[config.mk]
export PLATFORM = sky130hd
export DESIGN_NAME = rtc_supervisor
export DESIGN_NICKNAME = d
export VERILOG_FILES = /design/src/core/rtc_pkg.sv /design/src/core/rtc_cell_mem.sv /design/src/core/rtc_supervisor.sv
export SDC_FILE = /design/constraint.sdc
export NUM_CORES = 1
export LEC_CHECK = 0
export BUFFER_PORTS_ARGS = -buffer_cell sky130_fd_sc_hd__buf_2
export CAP_MARGIN = 20
export CORE_MARGIN = 2
export CORE_UTILIZATION = 55
export CTS_CLUSTER_SIZE = 28
export DETAILED_ROUTE_END_ITERATION = 8
export GPL_ROUTABILITY_DRIVEN = 0
export PLACE_DENSITY = 0.74
export SLEW_MARGIN = 20
export SYNTH_ARGS = -nofsm -noshare
export SYNTH_HDL_FRONTEND = slang
export SYNTH_SLANG_ARGS = --single-unit
[constraint.sdc]
create_clock -name clk -period 3.4 [get_ports clk]
set_clock_uncertainty 0.1 [all_clocks]
set_input_delay 0.51 -clock clk [delete_from_list [all_inputs] [get_ports clk]]
set_output_delay 0.51 -clock clk [all_outputs]
set_load 0.02 [all_outputs]
[src/core/rtc_pkg.sv]
// Shared constants and carriers for the clock-calendar supervisor.
// Assumes a 40 MHz system clock and a byte-wide asynchronous host bus.
package rtc_pkg;
  // Register offsets
  localparam logic [3:0] ADDR_FLAGS = 4'h0;
  localparam logic [3:0] ADDR_CENTURY = 4'h1;
  localparam logic [3:0] ADDR_ALM_SEC = 4'h2;
  localparam logic [3:0] ADDR_ALM_MIN = 4'h3;
  localparam logic [3:0] ADDR_ALM_HOUR = 4'h4;
  localparam logic [3:0] ADDR_ALM_DATE = 4'h5;
  localparam logic [3:0] ADDR_ALM_MONTH = 4'h6;
  localparam logic [3:0] ADDR_WATCHDOG = 4'h7;
  localparam logic [3:0] ADDR_CONTROL = 4'h8;
  localparam logic [3:0] ADDR_SEC = 4'h9;
  localparam logic [3:0] ADDR_MIN = 4'hA;
  localparam logic [3:0] ADDR_HOUR = 4'hB;
  localparam logic [3:0] ADDR_DAY = 4'hC;
  localparam logic [3:0] ADDR_DATE = 4'hD;
  localparam logic [3:0] ADDR_MONTH = 4'hE;
  localparam logic [3:0] ADDR_YEAR = 4'hF;
  // Field positions
  localparam int FLAG_WATCHDOG = 7;
  localparam int FLAG_ALARM = 6;
  localparam int FLAG_BATTERY_LOW = 4;
  localparam int CTL_WRITE = 7;
  localparam int CTL_READ = 6;
  localparam int SEC_STOP = 7;
  localparam int ALM_IRQ_ENABLE = 7;
  localparam int WATCHDOG_ROUTE_SELECT = 7;
  // Reset values
  localparam logic [7:0] CONTROL_RESET = 8'h00;
  localparam logic [7:0] WATCHDOG_RESET = 8'h00;
  localparam logic [7:0] ALARM_RESET = 8'h00;
  localparam logic [7:0] CENTURY_RESET = 8'h20;
  localparam logic [7:0] DATE_RESET = 8'h01;
  localparam logic [7:0] MONTH_RESET = 8'h01;
  localparam logic [7:0] DAY_RESET = 8'h01;
  localparam logic [7:0] ZERO_RESET = 8'h00;
  // Timing
  localparam int CLK_PERIOD_NS = 25;
  localparam int SECOND_NS = 1000000000;
  localparam int SIXTEENTHS_PER_SECOND = 16;
  localparam int SIXTEENTH_CYCLES = SECOND_NS / CLK_PERIOD_NS / SIXTEENTHS_PER_SECOND;
  localparam logic [3:0] COPY_LAST = 4'h8;

  typedef struct packed {
    logic [7:0] century;
    logic [7:0] year;
    logic [7:0] month;
    logic [7:0] date;
    logic [7:0] day;
    logic [7:0] hour;
    logic [7:0] min;
    logic [7:0] sec;
  } time_t;

  typedef struct packed {
    logic [3:0] addr;
    logic [7:0] data;
    logic ce_n;
    logic we_n;
    logic oe_n;
    logic ex_n;
    logic bank;
    logic supply_bad;
    logic below_switch;
    logic battery_low;
    logic kick;
  } pins_t;
endpackage

[src/core/rtc_cell_mem.sv]
// Sixteen-byte cell array holding the host-visible clock bytes.
// One write port, one read port; read data come out of a register.
`timescale 1ns/1ps
`default_nettype none
module rtc_cell_mem (
  input wire logic clk,
  input wire logic we,
  input wire logic [3:0] waddr,
  input wire logic [7:0] wdata,
  input wire logic [3:0] raddr,
  output logic [7:0] rdata
);
  logic [7:0] cells [16];

  always_ff @(posedge clk)
  begin
    if (we)
    begin
      cells[waddr] <= wdata;
    end
    rdata <= cells[raddr];
  end
endmodule
`default_nettype wire

[src/core/rtc_supervisor.sv]
// Clock-calendar supervisor behind an SRAM-style byte port.
// Assumes asynchronous bus pins, a power-fail comparator and a battery monitor.
`timescale 1ns/1ps
`default_nettype none
module rtc_supervisor #(
  parameter int SIXTEENTH_CYCLES = rtc_pkg::SIXTEENTH_CYCLES
) (
  input wire logic clk,
  input wire logic resetn,
  input wire logic [3:0] register_select_lines,
  input wire logic [7:0] data_lines_in,
  output logic [7:0] data_lines_out,
  output logic data_lines_oe,
  input wire logic chip_enable_n,
  input wire logic write_enable_n,
  input wire logic output_enable_n,
  input wire logic external_ram_select_in_n,
  input wire logic bank_select,
  input wire logic supply_fault,
  input wire logic battery_switch_threshold,
  input wire logic battery_low,
  input wire logic watchdog_kick,
  output logic ram_enable_one_n,
  output logic ram_enable_two_n,
  output logic backup_supply_out,
  output logic reset_out,
  output logic reset_out_oe,
  output logic interrupt_freq_test_out,
  output logic interrupt_freq_test_out_oe
);
  localparam int DIV_W = $clog2(SIXTEENTH_CYCLES + 1);

  function automatic logic [7:0] bcd_inc(input logic [7:0] v);
    bcd_inc = (v[3:0] == 4'h9) ? {v[7:4] + 4'h1, 4'h0} : {v[7:4], v[3:0] + 4'h1};
  endfunction

  function automatic logic [7:0] month_days(input logic [7:0] m, input logic [7:0] y);
    logic leap;
    leap = y[4] ? (y[3:0] == 4'h2 || y[3:0] == 4'h6) : (y[3:0] == 4'h0 || y[3:0] == 4'h4 || y[3:0] == 4'h8);
    if (m == 8'h02)
      month_days = leap ? 8'h29 : 8'h28;
    else if (m == 8'h04 || m == 8'h06 || m == 8'h09 || m == 8'h11)
      month_days = 8'h30;
    else
      month_days = 8'h31;
  endfunction

  function automatic rtc_pkg::time_t advance(input rtc_pkg::time_t t);
    rtc_pkg::time_t n;
    n = t;
    n.sec = {t.sec[rtc_pkg::SEC_STOP], 7'(bcd_inc({1'b0, t.sec[6:0]}))};
    if (t.sec[6:0] == 7'h59)
    begin
      n.sec[6:0] = 7'h00;
      n.min = bcd_inc(t.min);
      if (t.min == 8'h59)
      begin
        n.min = 8'h00;
        n.hour = bcd_inc(t.hour);
        if (t.hour == 8'h23)
        begin
          n.hour = 8'h00;
          n.day = (t.day[2:0] == 3'h7) ? 8'h01 : {5'h00, t.day[2:0] + 3'h1};
          n.date = bcd_inc(t.date);
          if (t.date >= month_days(t.month, t.year))
          begin
            n.date = 8'h01;
            n.month = (t.month == 8'h12) ? 8'h01 : bcd_inc(t.month);
            if (t.month == 8'h12)
            begin
              n.year = (t.year == 8'h99) ? 8'h00 : bcd_inc(t.year);
              n.century = (t.year == 8'h99) ? bcd_inc(t.century) : t.century;
            end
          end
        end
      end
    end
    advance = n;
  endfunction

  // Three-stage pin synchroniser; a bit changes once stages two and three agree
  rtc_pkg::pins_t raw, s1, s2, s3, pin;
  assign raw = '{addr: register_select_lines, data: data_lines_in, ce_n: chip_enable_n,
    we_n: write_enable_n, oe_n: output_enable_n, ex_n: external_ram_select_in_n, bank: bank_select,
    supply_bad: supply_fault, below_switch: battery_switch_threshold, battery_low: battery_low,
    kick: watchdog_kick};
  wire [$bits(rtc_pkg::pins_t)-1:0] agree = ~(s2 ^ s3);

  always_ff @(posedge clk or negedge resetn)
  begin
    if (!resetn)
    begin
      s1 <= '{ce_n: 1'b1, we_n: 1'b1, oe_n: 1'b1, ex_n: 1'b1, default: '0};
      s2 <= '{ce_n: 1'b1, we_n: 1'b1, oe_n: 1'b1, ex_n: 1'b1, default: '0};
      s3 <= '{ce_n: 1'b1, we_n: 1'b1, oe_n: 1'b1, ex_n: 1'b1, default: '0};
      pin <= '{ce_n: 1'b1, we_n: 1'b1, oe_n: 1'b1, ex_n: 1'b1, default: '0};
    end
    else
    begin
      s1 <= raw;
      s2 <= s1;
      s3 <= s2;
      pin <= (s3 & agree) | (pin & ~agree);
    end
  end

  // Bus decode and external RAM steering
  wire power_bad = pin.supply_bad || pin.below_switch;
  wire sel = !pin.ce_n && !power_bad;
  wire rd_cycle = sel && pin.we_n;
  wire wr_cycle = sel && !pin.we_n;
  assign data_lines_oe = rd_cycle && !pin.oe_n;
  assign ram_enable_one_n = !(!pin.ex_n && !pin.bank && !power_bad);
  assign ram_enable_two_n = !(!pin.ex_n && pin.bank && !power_bad);
  assign backup_supply_out = pin.below_switch;

  // Write capture: data latched while write is low, committed at its end
  logic wr_active;
  logic [3:0] wr_addr;
  logic [7:0] wr_data;
  wire commit = wr_active && !wr_cycle && !power_bad;

  always_ff @(posedge clk or negedge resetn)
  begin
    if (!resetn)
    begin
      wr_active <= 1'b0;
      wr_addr <= 4'h0;
      wr_data <= 8'h00;
    end
    else
    begin
      wr_active <= wr_cycle;
      if (wr_cycle)
      begin
        wr_addr <= pin.addr;
        wr_data <= pin.data;
      end
    end
  end

  // Timebases: 1/16 second enable and one-second enable
  logic [DIV_W-1:0] div;
  logic [3:0] sixteenth;
  wire tick16 = (div == DIV_W'(SIXTEENTH_CYCLES - 1));
  wire tick1 = tick16 && (sixteenth == 4'(rtc_pkg::SIXTEENTHS_PER_SECOND - 1));

  always_ff @(posedge clk or negedge resetn)
  begin
    if (!resetn)
    begin
      div <= '0;
      sixteenth <= 4'h0;
    end
    else
    begin
      div <= tick16 ? '0 : div + DIV_W'(1);
      if (tick16)
      begin
        sixteenth <= sixteenth + 4'h1;
      end
    end
  end

  // Control and setting registers
  logic [7:0] clock_control, watchdog_setting, century_value;
  logic [7:0] alarm [5];
  wire set_mode = clock_control[rtc_pkg::CTL_WRITE];
  wire freeze = set_mode || clock_control[rtc_pkg::CTL_READ];

  always_ff @(posedge clk or negedge resetn)
  begin
    if (!resetn)
    begin
      clock_control <= rtc_pkg::CONTROL_RESET;
      watchdog_setting <= rtc_pkg::WATCHDOG_RESET;
      for (int i = 0; i < 5; i++)
        alarm[i] <= rtc_pkg::ALARM_RESET;
    end
    else if (commit)
    begin
      if (wr_addr == rtc_pkg::ADDR_CONTROL)
        clock_control <= wr_data;
      if (wr_addr == rtc_pkg::ADDR_WATCHDOG)
        watchdog_setting <= wr_data;
      if (wr_addr >= rtc_pkg::ADDR_ALM_SEC && wr_addr <= rtc_pkg::ADDR_ALM_MONTH)
        alarm[3'(wr_addr - rtc_pkg::ADDR_ALM_SEC)] <= wr_data;
    end
  end

  // Running counters; host writes load them only while the write bit is set, except century, which loads on any write
  rtc_pkg::time_t now;
  wire time_wr = commit && set_mode;
  assign century_value = now.century;

  always_ff @(posedge clk or negedge resetn)
  begin
    if (!resetn)
      now <= '{century: rtc_pkg::CENTURY_RESET, month: rtc_pkg::MONTH_RESET, date: rtc_pkg::DATE_RESET,
        day: rtc_pkg::DAY_RESET, default: rtc_pkg::ZERO_RESET};
    else if (time_wr || (commit && wr_addr == rtc_pkg::ADDR_CENTURY))
      unique case (wr_addr)
        rtc_pkg::ADDR_SEC: now.sec <= wr_data;
        rtc_pkg::ADDR_MIN: now.min <= wr_data;
        rtc_pkg::ADDR_HOUR: now.hour <= wr_data;
        rtc_pkg::ADDR_DAY: now.day <= wr_data;
        rtc_pkg::ADDR_DATE: now.date <= wr_data;
        rtc_pkg::ADDR_MONTH: now.month <= wr_data;
        rtc_pkg::ADDR_YEAR: now.year <= wr_data;
        rtc_pkg::ADDR_CENTURY: now.century <= wr_data;
        default: now <= now;
      endcase
    else if (tick1 && !set_mode && !now.sec[rtc_pkg::SEC_STOP])
      now <= advance(now);
  end

  // Copy walker refreshes the eight clock cells and writes the century into the flags cell after each second while neither the read nor the write bit is set
  logic copying;
  logic [3:0] copy_idx;
  wire copy_go = copying && !commit;
  wire [3:0] copy_addr = (copy_idx == rtc_pkg::COPY_LAST) ? rtc_pkg::ADDR_CENTURY : rtc_pkg::ADDR_SEC + copy_idx;
  wire [7:0] copy_data = now[{copy_idx[2:0], 3'h0} +: 8] & {8{copy_idx != rtc_pkg::COPY_LAST}}
    | now.century & {8{copy_idx == rtc_pkg::COPY_LAST}};

  always_ff @(posedge clk or negedge resetn)
  begin
    if (!resetn)
    begin
      copying <= 1'b0;
      copy_idx <= 4'h0;
    end
    else if (tick1 && !freeze)
    begin
      copying <= 1'b1;
      copy_idx <= 4'h0;
    end
    else if (copy_go)
    begin
      copying <= (copy_idx != rtc_pkg::COPY_LAST);
      copy_idx <= copy_idx + 4'h1;
    end
  end

  logic [7:0] cell_rdata;
  rtc_cell_mem cells (
    .clk(clk),
    .we(commit || copy_go),
    .waddr(commit ? wr_addr : copy_addr),
    .wdata(commit ? wr_data : copy_data),
    .raddr(pin.addr),
    .rdata(cell_rdata)
  );

  // Alarm compare one cycle after the counters move
  logic check;
  wire alarm_hit = (alarm[4][4:0] == now.month[4:0]) && (alarm[3][5:0] == now.date[5:0])
    && (alarm[2][5:0] == now.hour[5:0]) && (alarm[1][6:0] == now.min[6:0])
    && (alarm[0][6:0] == now.sec[6:0]);

  // Watchdog in 1/16 second units: resolution 1, 4, 16 or 64 units times multiplier
  logic [10:0] wd_count;
  logic kick_d;
  wire [10:0] wd_limit = {6'h00, watchdog_setting[6:2]} << {watchdog_setting[1:0], 1'b0};
  wire wd_restart = (pin.kick && !kick_d) || (commit && wr_addr == rtc_pkg::ADDR_WATCHDOG);
  wire wd_expire = tick16 && (wd_limit != 11'h000) && (wd_count + 11'h001 >= wd_limit);

  // Watchdog and alarm flags: sticky, cleared when a flags read ends; a new event wins; battery low is live
  logic flag_wd, flag_alarm, flag_rd_d;
  wire flag_rd = rd_cycle && pin.addr == rtc_pkg::ADDR_FLAGS;
  wire flag_clear = flag_rd_d && !flag_rd;
  wire route_irq = watchdog_setting[rtc_pkg::WATCHDOG_ROUTE_SELECT];
  logic reset_pulse;
  wire [7:0] status_flags = {flag_wd, flag_alarm, 1'b0, pin.battery_low, 4'h0};

  always_ff @(posedge clk or negedge resetn)
  begin
    if (!resetn)
    begin
      check <= 1'b0;
      wd_count <= 11'h000;
      kick_d <= 1'b0;
      flag_wd <= 1'b0;
      flag_alarm <= 1'b0;
      flag_rd_d <= 1'b0;
      reset_pulse <= 1'b0;
    end
    else
    begin
      check <= tick1;
      kick_d <= pin.kick;
      flag_rd_d <= flag_rd;
      if (wd_restart || wd_expire)
        wd_count <= 11'h000;
      else if (tick16)
        wd_count <= wd_count + 11'h001;
      if (check && alarm_hit)
        flag_alarm <= 1'b1;
      else if (flag_clear)
        flag_alarm <= 1'b0;
      if (wd_expire)
        flag_wd <= 1'b1;
      else if (flag_clear)
        flag_wd <= 1'b0;
      if (wd_expire && !route_irq)
        reset_pulse <= 1'b1;
      else if (tick16)
        reset_pulse <= 1'b0;
    end
  end

  assign reset_out = 1'b0;
  assign reset_out_oe = reset_pulse;
  assign interrupt_freq_test_out = 1'b0;
  assign interrupt_freq_test_out_oe = (flag_alarm && alarm[4][rtc_pkg::ALM_IRQ_ENABLE])
    || (flag_wd && route_irq);

  // Read data register; flags come live, other bytes from their holders
  logic [3:0] rd_addr_d;
  logic [7:0] reg_value;
  always_comb
  begin
    unique case (rd_addr_d)
      rtc_pkg::ADDR_FLAGS: reg_value = status_flags;
      rtc_pkg::ADDR_CENTURY: reg_value = century_value;
      rtc_pkg::ADDR_WATCHDOG: reg_value = watchdog_setting;
      rtc_pkg::ADDR_CONTROL: reg_value = clock_control;
      default: reg_value = cell_rdata;
    endcase
  end

  always_ff @(posedge clk or negedge resetn)
  begin
    if (!resetn)
    begin
      rd_addr_d <= 4'h0;
      data_lines_out <= 8'h00;
    end
    else
    begin
      rd_addr_d <= pin.addr;
      data_lines_out <= (rd_addr_d >= rtc_pkg::ADDR_ALM_SEC && rd_addr_d <= rtc_pkg::ADDR_ALM_MONTH)
        ? alarm[3'(rd_addr_d - rtc_pkg::ADDR_ALM_SEC)] : reg_value;
    end
  end
endmodule
`default_nettype wire

After elaboration in Yosys (flattened, before gate mapping)
Memory sizes are Yosys's and may differ from the RTL's. A register that Yosys moved wholly into a read port is not among the register bits.
Cells that the tools add are included.
{ "totals": {"reg_bits": 277, "ramBits": 128, "inputBits": 23, "out_inout_bits": 16, "word_cells": 346, "n_memories": 1} }
{ "classes": {"n_addsub": 22, "order_cmp": 9, "eq_ne": 52, "shifts": 2, "mux": 61, "n_bitwise": 11, "reduce_logical": 105} }
{ "mem_list": {"columns": ["name", "depth", "width", "rd", "rd_ports_with_merged_regs", "wr", "line", "text"], "rows": [
  ["cells.cells", 16, 8, 1, 1, 1, "rtc_cell_mem.sv:13", "logic [7:0] cells [16];"]
]} }
{ "op_table": {"columns": ["operator", "count"], "rows": [
  ["8-bit 2-to-1 mux", 27],
  ["64-bit 2-to-1 mux", 2],
  ["56-bit 2-to-1 mux", 2],
  ["4-bit equality test, second input constant", 19],
  ["64-bit by 7-bit indexed part select with 8-bit output", 1],
  ["4-bit by 1-bit adder with 4-bit output, second input constant", 15],
  ["48-bit 2-to-1 mux", 1],
  ["21-bit AND", 2],
  ["21-bit inverter", 2],
  ["40-bit bitwise mux", 1],
  ["1-bit logical AND", 34],
  ["32-bit 2-to-1 mux", 1],
  ["8-bit case mux with 4 select lines", 1],
  ["2-bit nonzero test", 13],
  ["8-bit binary-select mux with 3-bit select", 1],
  ["8-bit demux with 3-bit select", 1],
  ["22-bit by 1-bit adder with 22-bit output, second input constant", 1],
  ["22-bit equality test, second input constant", 1],
  ["11-bit 2-to-1 mux", 2],
  ["22-bit 2-to-1 mux", 1],
  ["21-bit OR", 1],
  ["21-bit bitwise XOR", 1],
  ["3-bit nonzero test", 6],
  ["8-bit AND", 2],
  ["other kinds (49)", 124]
]} }

Logic depth before layout (Yosys ltp)
Gate-level depths: netlist of the first run.
{ "logic_depth": {"ltp_word": 18, "ltp_mapped": 15, "depth_no_buf": 14} }

Hierarchy
From an unflattened synthesis of the first run, not the netlist that was laid out.
{ "hier_totals": {"cells_unflattened": 1555, "area_unflattened_um2": 19222.2} }
{ "by_module_without_submodules": {"columns": ["module", "n_inst", "cells_per_inst", "area_each_um2", "seq_area_each_um2"], "rows": [
  ["rtc_supervisor", 1, 1326, 14074.7, 6956.7],
  ["rtc_cell_mem", 1, 229, 5147.4, 4003.8]
]} }

Least setup slack after synthesis of the first run
Ideal clock, no wire load.
{ "synth_timing": {"path_kind": "reg2reg", "startpoint": "register now[45] (netlist name)", "endpoint": "register now[36] (netlist name)", "setup_ps": 125, "arrival_ps": 3136, "required_time_ps": 3175, "setup_slack_ps": 39, "path_stages_with_launch": 15, "n_path_buf": 0, "period_less_slack_ps": 3361, "cell_sequence": "dfrtp_1 inv_1 ha_1 or3b_2 o21ai_0 nand3_1 o41ai_1 o31ai_1 ha_1 nor4b_1 o21ai_1 nand2_1 a21oi_1 o22ai_2 mux2_2"} }
{ "synth_between": {"elab_chain_cells": 18, "word_cells_on_any_way": 24, "cone_classes": "1 x order compare; 5 x eq/ne; 13 x mux; 5 x reduce/logical"} }
{ "synth_rtl": {"columns": ["element", "line", "text"], "rows": [
  ["start: declaration", "rtc_supervisor.sv:192", "rtc_pkg::time_t now;"],
  ["start signal: assignment", "rtc_supervisor.sv:199", "now <= '{century: rtc_pkg::CENTURY_RESET, month: rtc_pkg::MONTH_RESET, date: rtc_pkg::DATE_RESET,"],
  ["start signal: assignment", "rtc_supervisor.sv:211", "default: now <= now;"],
  ["start signal: assignment", "rtc_supervisor.sv:214", "now <= advance(now);"],
  ["8-bit by 3-bit equality test with 1-bit output", "rtc_supervisor.sv:42", "else if (m == 8'h04 || m == 8'h06 || m == 8'h09 || m == 8'h11)"],
  ["1-bit logical OR (3 in series)", "rtc_supervisor.sv:42", null],
  ["1-bit 2-to-1 mux", "rtc_supervisor.sv:42", null],
  ["5-bit 2-to-1 mux *", "rtc_supervisor.sv:40", "if (m == 8'h02)"],
  ["8-bit 2-to-1 mux *", "rtc_supervisor.sv:60", "if (t.hour == 8'h23)"],
  ["8-bit 2-to-1 mux *", "rtc_supervisor.sv:56", "if (t.min == 8'h59)"],
  ["8-bit 2-to-1 mux *", "rtc_supervisor.sv:52", "if (t.sec[6:0] == 7'h59)"],
  ["8-bit 2-to-1 mux *", "rtc_supervisor.sv:213", "else if (tick1 && !set_mode && !now.sec[rtc_pkg::SEC_STOP])"],
  ["8-bit 2-to-1 mux *", "rtc_supervisor.sv:201", "else if (time_wr || (commit && wr_addr == rtc_pkg::ADDR_CENTURY))"],
  ["8-bit greater-or-equal comparator *", "rtc_supervisor.sv:65", "if (t.date >= month_days(t.month, t.year))"],
  ["32-bit 2-to-1 mux", "rtc_supervisor.sv:65", null],
  ["48-bit 2-to-1 mux", "rtc_supervisor.sv:60", null],
  ["56-bit 2-to-1 mux", "rtc_supervisor.sv:56", null],
  ["56-bit 2-to-1 mux", "rtc_supervisor.sv:52", null],
  ["64-bit 2-to-1 mux", "rtc_supervisor.sv:213", null],
  ["64-bit 2-to-1 mux", "rtc_supervisor.sv:201", null]
]} }
Every way passes the cells marked *; elsewhere a longest branch is shown, timed or not. The select of a mux whose other input is x is not followed.
A chain may end at the register's enable or synchronous reset.

Worst setup path after layout of the first run
{ "layout_timing": {"startpoint": "register now[45] (netlist name)", "endpoint": "register now (netlist bit century_value[6])"} }
{ "layout_between": {"elab_chain_cells": 14, "word_cells_on_any_way": 20, "cone_classes": "1 x order compare; 6 x eq/ne; 7 x mux; 6 x reduce/logical"} }
{ "layout_rtl": {"columns": ["element", "line"], "rows": [
  ["8-bit by 3-bit equality test with 1-bit output", "rtc_supervisor.sv:42"],
  ["1-bit logical OR (3 in series)", "rtc_supervisor.sv:42"],
  ["1-bit 2-to-1 mux", "rtc_supervisor.sv:42"],
  ["5-bit 2-to-1 mux", "rtc_supervisor.sv:40"],
  ["8-bit 2-to-1 mux", "rtc_supervisor.sv:60"],
  ["8-bit 2-to-1 mux", "rtc_supervisor.sv:56"],
  ["8-bit 2-to-1 mux", "rtc_supervisor.sv:52"],
  ["8-bit 2-to-1 mux", "rtc_supervisor.sv:213"],
  ["8-bit 2-to-1 mux", "rtc_supervisor.sv:201"],
  ["8-bit greater-or-equal comparator", "rtc_supervisor.sv:65"],
  ["2-bit nonzero test (no source line)", null],
  ["9-bit AND reduction (no source line) *", null]
]} }
Marked as above.

==> results of run 1 <==
==> sequential cells by signal (all words and copies together) (netlist names), 11 cells and up, named ones only <==
name,count
alarm,40
s2,21
wd_count,11
s1,21
now,56
s3,21
div,22
cells.cells,128
==> what timing repair did <==
action                     CTS  global route
pin swaps                    0             4
setup endpoints to repair   20            43
gates cloned                 0             0
buffers inserted             0             1
hold buffers                22             0
resized for setup            1            12
hold endpoints to repair   109             0
==> Yosys cell counts, drive strengths merged, types with 7 or more instances <==
cell type,n
dfrtp,257
edfxtp,128
o21ai,100
nor2,97
nand2,94
mux2,88
a21oi,65
mux4,55
nand3,52
xnor2,49
ha,45
inv,43
clkbuf,41
buf,31
nor3,26
nand4,23
maj3,21
dfstp,20
nor4,20
nand2b,15
o22ai,15
a31oi,14
or2,13
xor2,13
and2,12
and3,12
a22oi,11
mux2i,11
or3,11
a21o,10
a22o,10
nor2b,9
a211oi,8
dfxtp,8
a222oi,7
nor3b,7
==> final cells by class <==
| cell class | count | share of cell area, % |
|---|---|---|
| Sequential cell | 413 | 49.8 |
| Multi-Input combinational cell | 989 | 35.5 |
| Clock buffer | 58 | 5.43 |
| Timing Repair Buffer | 138 | 4.82 |
| Tap cell | 455 | 2.59 |
| Clock inverter | 21 | 1.05 |
| Inverter | 43 | 0.734 |
==> placed cells by master (no fill, tap or decap), types with 11 or more instances in the layout <==
cell type	Yosys	routed
mux2i_1	11	11
clkbuf_16	0	44
o21ai_1	25	25
edfxtp_1	128	128
a21oi_1	62	60
maj3_1	21	21
xnor2_1	49	49
dfrtp_1	257	256
dfstp_2	20	20
buf_4	4	76
nand4_1	22	22
mux4_2	55	55
o21ai_0	73	71
buf_2	23	35
o22ai_1	14	14
and3_1	12	12
inv_1	39	39
nand3_1	52	52
nor4_1	16	15
nand2_1	94	93
nand2b_1	15	15
or3_1	11	11
mux2_2	75	75
dlygate4sd3_1	0	22
mux2_1	12	12
nor2_1	96	96
nor3_1	23	22
ha_1	45	45
xor2_1	13	13
a31oi_1	12	12
==> report_power, final <==
part	internal [mW]	leakage (nW)	switching [mW]	total, mW
clock network	2.73	0.696	1.99	4.72
registers	5.33	4.79	0.379	5.71
logic	0.394	3.52	0.507	0.901
==> worst max path at each step <==
stage               startpoint  slack [ns]          endpoint  cells after the start
floorplan              now[45]        0.04           now[36]                     14
global placement       now[45]        0.04  century_value[0]                     15
detailed placement     now[45]       -0.06  century_value[6]                     16
CTS                    now[45]       0.009  century_value[6]                     16
global route           now[45]       -0.03  century_value[6]                     16
finish                 now[45]        0.18  century_value[6]                     17
==> per-layer routing <==
metal,vias to the layer above,routed length [µm]
met5,-,27
met4,4,2810
met3,209,3920
met2,625,23100
met1,6684,18900
li1,5869,-
==> cells by family after synthesis <==
logic type	Yosys count	synth area share [%]
buf+inv	115	2.48
simple gates	415	11.5
compound gates	290	9.83
flops	413	57.1
mux	154	12.2
fa+ha+maj	66	4.03
other cells	1	0.0195
xor+xnor	62	2.83
==> impl_metrics.json, run 1 <==
{
  "slowest_delay_ns": 0.39,
  "cts-root-buf": "clkbuf_16",
  "min_to": "s2[14]",
  "htreeDepth": 2,
  "area_growth_syn_to_layout_pct": 14.6,
  "reg2reg_setup_slack_ns": 0.18,
  "grt_pass1_wl_mm": 76.4,
  "dp_cells": 2015,
  "ant_nets": 0,
  "synth_cells": 1516,
  "synth_area_leader_cell": "dfrtp_1",
  "placed_area_mm2": 0.0203,
  "final_period_minus_worst_setup_slack_ns": 3.22,
  "clock_latency_ns": 0.56,
  "yosysWarnings": 0,
  "clock-sinks": 413,
  "grt_start_max_net_pins": 97,
  "ir_drop_mv": 0.573,
  "fin_tns_setup_ns": 0,
  "synth_area_leaders": "dfrtp_1 34%, edfxtp_1 20%, mux4_2 6.5%, mux2_2 4.4%, ha_1 2.9%",
  "dieArea_mm2": 0.0364,
  "crit_buf_inv": 4,
  "synth_edf_count": 128,
  "route.detailed.wl_per_inst_um": 23.0,
  "ys_ff_latch": 413,
  "cellPowerDensity_mw_per_mm2": 515,
  "cts_buffers": 43,
  "r2r-start": "now[45]",
  "holdPathStages": 0,
  "r2r_end": "century_value[6]",
  "grt_antenna_before_repair": 2,
  "async_reset_ff_share_pct": 67.1,
  "viasPerCell": 6.33,
  "die_h_um": 191,
  "cp_top_family": "simple AND/OR/NAND/NOR gates",
  "overflow": 0,
  "crit_required_ns": 3.78,
  "yosysTopAreaCellShare_pct": 33.5,
  "cp_max_fo": 4,
  "portBuffers": 36,
  "hold_start": "s1[14]",
  "syn_area_mm2": 0.0192,
  "reg2reg_depth": 17,
  "regArea_mm2": 0.0110,
  "max_freq_ghz": 0.311,
  "rsz0062_at_grt": "true",
  "leakagePower_nw": 9.01,
  "routed_wl_mm": 48.7,
  "layout_setup_ws_ns": 0.181,
  "drcViolationCount": 0,
  "drive_above_1_share_pct": 23.6,
  "grt_pass1_vias": 13624,
  "hold_path.class": "reg2reg",
  "synth_cell_types": 97,
  "fill_cells": 2505,
  "place_ws_ns": -0.0636,
  "finalNetCount": 1696,
  "report.final.slew_viol_count": 0,
  "grt_use_met3_pct": 5.15,
  "cp_slowest_cell": "or3b_4",
  "cts_tree": "built",
  "worst_pin_slew_ns": 0.790,
  "row_count": 68,
  "finalPower_mw": 11.3,
  "ys.flop_type": "dfrtp_1",
  "end_kind": "flip-flop",
  "clk_pin_slew_worst_paths_ns": 0.06,
  "setup.worst_path.start_class": "flip-flop",
  "hpwl_mm": 33.4,
  "gr-usage-met1_pct": 35.6,
  "slew_headroom_pct": 46.9,
  "setup_viol": 0,
  "avgSynthCellArea_um2": 12.7,
  "fin_util_pct": 63.8,
  "num_vias": 13391,
  "n_antenna_cell": 0,
  "crit_type": "reg2reg",
  "outcome": "finished clean",
  "crit_chain": "inv_1 > ha_1 > or3b_4 > o21ai_2 > nand3_1 > o41ai_1 > o31ai_1 > ha_1 > nor4b_4 > buf_4 > o21a_1 > nor2_1 > buf_4 > a21oi_2 > buf_4 > nor3_1 > o22ai_1",
  "ys_seq_area_share_pct": 57.1,
  "crit_arrival_ns": 3.60,
  "start_util_pct": 55.7,
  "holdWs_ns": 0.245,
  "grt_use_total_pct": 27.4,
  "drt_iter0_drc": 1337,
  "cp_common_cell": "buf_4",
  "top_usage_layer": "met2",
  "multiInputGateArea_mm2": 0.00782,
  "finalInstanceArea_mm2": 0.0220,
  "cts_buffer_depth": 3,
  "die_w_um": 191,
  "core_mm2": 0.0345,
  "maxCapViolations": 0,
  "post-route-period-util_pct": 94.7,
  "grt_use_met2_pct": 44.0,
  "final_cells": 2117,
  "hold_violations": 0,
  "io_pins": 39,
  "firstDrtPassIters": 6
}
Note: power is estimated with default switching activity, not from simulation.
==> run 2: changes to the inputs <==
Settings changed: CORE_UTILIZATION 55 to 45, PLACE_DENSITY 0.74 to unset.
==> impl_metrics.json, run 2 (synthesized netlist as in run 1, its figures left out) <==
{
  "grt_start_max_net_pins": 76,
  "die_h_um": 211,
  "drive_above_1_share_pct": 24.9,
  "multiInputGateArea_mm2": 0.00787,
  "final_period_minus_worst_setup_slack_ns": 3.23,
  "holdPathStages": 0,
  "n_antenna_cell": 0,
  "hpwl_mm": 34.5,
  "layout_commonest_cell": "dfrtp_1",
  "finalPower_mw": 11.7,
  "drt_iter0_drc": 1162,
  "area_growth_syn_to_layout_pct": 16.6,
  "start_util_pct": 45.6,
  "core_mm2": 0.0420,
  "worst_pin_slew_ns": 0.762,
  "fill_cells": 3541,
  "routed_wl_mm": 49.0,
  "outcome": "finished clean",
  "leakagePower_nw": 9.16,
  "crit_type": "reg2reg",
  "clk_pin_slew_worst_paths_ns": 0.06,
  "cts_tree": "built",
  "overflow": 0,
  "setup_viol": 0,
  "reg2reg_depth": 16,
  "grt_use_total_pct": 22.9,
  "die_w_um": 211,
  "end_kind": "flip-flop",
  "cts-root-buf": "clkbuf_16",
  "grt_antenna_before_repair": 0,
  "drcViolationCount": 0,
  "row_count": 75,
  "cp_max_fo": 8,
  "portBuffers": 36,
  "grt_pass1_wl_mm": 77.4,
  "crit_arrival_ns": 3.60,
  "reg_top3": "cells.cells (128), now (56), alarm (40)",
  "setup.worst_path.start_class": "flip-flop",
  "min_to": "s2[9]",
  "r2r_end": "now[52]",
  "dieArea_mm2": 0.0443,
  "post-route-period-util_pct": 95.1,
  "regArea_mm2": 0.0110,
  "clock_latency_ns": 0.59,
  "hold_start": "s1[9]",
  "grt_pass1_vias": 12991,
  "num_vias": 12915,
  "crit_required_ns": 3.77,
  "viasPerCell": 5.84,
  "cts_buffers": 45,
  "htreeDepth": 2,
  "max_freq_ghz": 0.309,
  "clock-sinks": 413,
  "hold_violations": 0,
  "ir_drop_mv": 0.527,
  "firstDrtPassIters": 6,
  "io_pins": 39,
  "most-common-layout-cells": "256 x dfrtp_1, 128 x edfxtp_1, 95 x nor2_1",
  "cellPowerDensity_mw_per_mm2": 523,
  "slew_headroom_pct": 48.7,
  "report.final.slew_viol_count": 0,
  "maxCapViolations": 0,
  "finalNetCount": 1707,
  "largest_reg_flops": 128,
  "r2r-start": "now[45]",
  "regMostFlops": "cells.cells",
  "hold_path.class": "reg2reg",
  "layout_setup_ws_ns": 0.165,
  "cts_buffer_depth": 3,
  "reg2reg_setup_slack_ns": 0.17,
  "place_ws_ns": -0.0274,
  "route.detailed.wl_per_inst_um": 22.1,
  "ant_nets": 0
}
==> run 2: timing repair <==
action | in CTS | in global routing
pin swaps | 0 | 9
hold buffers | 22 | 0
hold endpoints to repair | 79 | 0
buffers inserted | 0 | 5
endpoints found under the setup margin | 6 | 43
gates resized for setup | 1 | 24
==> run 2: how the worst max path moves through the flow <==
stage                  from          endpoint  slack (ns)
finish              now[45]           now[52]        0.17
CTS                 now[45]           now[55]        0.05
global placement    now[45]  century_value[6]       0.007
floorplan           now[45]           now[36]        0.04
detailed placement  now[45]           now[34]       -0.03
global route        now[44]           now[52]       -0.02
==> run 2: metrics by stage <==
stage	setup TNS [ns]	util, %	hold WS (ns)	cell area, µm²	cells
3_3_place_gp	0	48.6	0.233	20400	2104
6_report	0	53.2	0.248	22400	2213
3_5_place_dp	-0.113	48.6	0.235	20400	2104
2_1_floorplan	0	-	0.114	19200	1517
4_1_cts	0	52.9	0.249	22200	2208
5_1_grt	-0.0359	53.2	0.255	22400	2213
==> run 2: routing by layer <==
metal | part of all wire [%] | up-vias | GRT usage (%)
li1 | - | 5899 | -
met1 | 44 | 6528 | 31.7
met2 | 47 | 383 | 36.5
met3 | 6.0 | 105 | 3.67
met4 | 3.2 | 0 | 8.57
met5 | 0 | - | 0
==> run 2: cell type report <==
class                           count  share of cell area [%]
Clock inverter                     24                    1.28
Clock buffer                       58                    5.70
Multi-Input combinational cell    989                    35.2
Sequential cell                   413                    49.0
Timing Repair Buffer              147                    5.13
Inverter                           43                   0.721
Tap cell                          539                    3.01
==> run 2: critical path, cell delays in order, from the launching register on <==
cell and delay [ns]:
dfrtp_1 0.39, inv_2 0.09, ha_4 0.12, or3b_4 0.38
o21ai_2 0.11, nand3_1 0.10, o41ai_2 0.07, o31ai_1 0.12
ha_1 0.34, nor4b_4 0.31, buf_4 0.15, o21a_1 0.14
buf_4 0.12, nor4_2 0.04, o22a_2 0.25, buf_4 0.15
o21a_1 0.15
==> run 2: power by group <==
part	internal (mW)	switching, mW	total (mW)
Combinational	0.413	0.582	0.995
Sequential	5.33	0.293	5.63
Clock	3.04	2.04	5.09
Total	8.79	2.92	11.7
==> run 3: changes to the inputs <==
Settings changed: CAP_MARGIN 20 to 15, REMOVE_ABC_BUFFERS set to 1.
==> impl_metrics.json, run 3 (synthesized netlist as in run 1, its figures left out) <==
{
  "ir_drop_mv": 0.497,
  "slew_headroom_pct": 48.4,
  "cts_tree": "built",
  "fin_util_pct": 53.1,
  "crit_chain": "buf_4 > inv_1 > ha_2 > nand2_1 > o41ai_1 > o31ai_1 > ha_1 > nor4b_4 > o21ai_2 > buf_4 > nand4b_4 > buf_6 > buf_4 > o41a_1 > o21ai_1",
  "n_antenna_cell": 0,
  "viasPerCell": 5.86,
  "max_freq_ghz": 0.306,
  "route.detailed.wl_per_inst_um": 22.0,
  "cp_slowest_cell": "dfrtp_1",
  "die_w_um": 211,
  "cp_common_cell": "buf_4",
  "start_util_pct": 45.6,
  "grt_use_total_pct": 22.6,
  "slowest_delay_ns": 0.40,
  "outcome": "finished clean",
  "grt_start_max_net_pins": 92,
  "core_mm2": 0.0420,
  "hold_violations": 0,
  "most-common-layout-cells": "256 x dfrtp_1, 128 x edfxtp_1, 95 x nor2_1",
  "setup.worst_path.start_class": "flip-flop",
  "cellPowerDensity_mw_per_mm2": 524,
  "drt_iter0_drc": 1123,
  "leakagePower_nw": 9.10,
  "holdWs_ns": 0.247,
  "io_pins": 39,
  "cp_max_fo": 7,
  "final_cells": 2209,
  "clock_latency_ns": 0.60,
  "num_vias": 12951,
  "cts-root-buf": "clkbuf_16",
  "ant_nets": 0,
  "hold_path.class": "reg2reg",
  "fin_tns_setup_ns": 0,
  "finalPower_mw": 11.7,
  "crit_buf_inv": 5,
  "grt_pass1_wl_mm": 76.9,
  "end_kind": "flip-flop",
  "report.final.slew_viol_count": 0,
  "grt_pass1_vias": 13268,
  "overflow": 0,
  "largest_reg_flops": 128,
  "regArea_mm2": 0.0110,
  "area_growth_syn_to_layout_pct": 16.3,
  "dieArea_mm2": 0.0443,
  "hpwl_mm": 34.2,
  "crit_required_ns": 3.81,
  "reg_top3": "cells.cells (128), now (56), alarm (40)",
  "placed_area_mm2": 0.0204,
  "cts_buffer_depth": 3,
  "crit_arrival_ns": 3.68,
  "finalInstanceArea_mm2": 0.0223,
  "drcViolationCount": 0,
  "clk_pin_slew_worst_paths_ns": 0.06,
  "clock-sinks": 413,
  "die_h_um": 211,
  "regMostFlops": "cells.cells",
  "grt_antenna_before_repair": 1,
  "dp_cells": 2102,
  "post-route-period-util_pct": 96.0,
  "cp_top_family": "compound AO/OA/AOI/OAI gates",
  "htreeDepth": 2,
  "routed_wl_mm": 48.6,
  "final_period_minus_worst_setup_slack_ns": 3.26,
  "crit_type": "reg2reg",
  "row_count": 75,
  "setup_viol": 0,
  "place_ws_ns": -0.0706,
  "firstDrtPassIters": 5,
  "fill_cells": 3542,
  "cts_buffers": 44,
  "multiInputGateArea_mm2": 0.00786,
  "layout_commonest_cell": "dfrtp_1",
  "layout_setup_ws_ns": 0.136,
  "finalNetCount": 1702,
  "portBuffers": 36,
  "maxCapViolations": 0,
  "worst_pin_slew_ns": 0.774,
  "drive_above_1_share_pct": 24.7
}
run 3: layout make-up:
cell class,instances,share of cell area (%)
Clock inverter,26,1.43
Sequential cell,413,49.1
Inverter,43,0.723
Clock buffer,56,5.55
Multi-Input combinational cell,989,35.2
Tap cell,539,3.02
Timing Repair Buffer,143,4.93
run 3: final timing paths:
check / slack [ns] / start / cells past startpoint / to
min: 0.25 / s1[2] / 0 / s2[2]
max: 0.14 / now[44] / 15 / now[49]
max reg2reg: 0.14 / now[44] / 15 / now[49]
min reg2reg: 0.25 / s1[2] / 0 / s2[2]
max in group asynchronous: 1.86 / resetn / 3 / century_value[5]
min in group asynchronous: 0.45 / resetn / 2 / now[48]
run 3: metal layers:
layer | GRT usage, % | vias to the layer above | share of wire, %
met4 | 9.20 | 0 | 3.8
met1 | 29.9 | 6557 | 43
li1 | - | 5876 | -
met5 | 0 | - | 0
met2 | 37.1 | 392 | 48
met3 | 3.92 | 126 | 5.6
run 3: worst register-to-register path: cells and delay by family (launching register included):
| kind | cells | cell delay, ns |
|---|---|---|
| and+or+nand+nor | 3 | 0.30 |
| adders and majority gates | 2 | 0.55 |
| AOI/OAI and AO/OA | 5 | 1.08 |
| buffers and inverters | 5 | 0.75 |
| DFF | 1 | 0.40 |
run 3: timing repair:
| action | CTS | global route |
|---|---|---|
| hold endpoints to repair | 104 | 0 |
| setup endpoints to repair | 8 | 36 |
| hold buffers | 22 | 0 |
| pin swaps | 0 | 5 |
| gates cloned | 0 | 1 |
| gates resized for setup | 1 | 25 |
| buffers inserted | 0 | 2 |
run 3: report_power, final:
part / internal, mW / leakage [nW] / switching (mW) / total (mW)
registers: 5.33 / 4.79 / 0.340 / 5.67
logic: 0.408 / 3.56 / 0.544 / 0.952
clock network: 2.94 / 0.748 / 2.12 / 5.06
total: 8.68 / 9.10 / 3.01 / 11.7
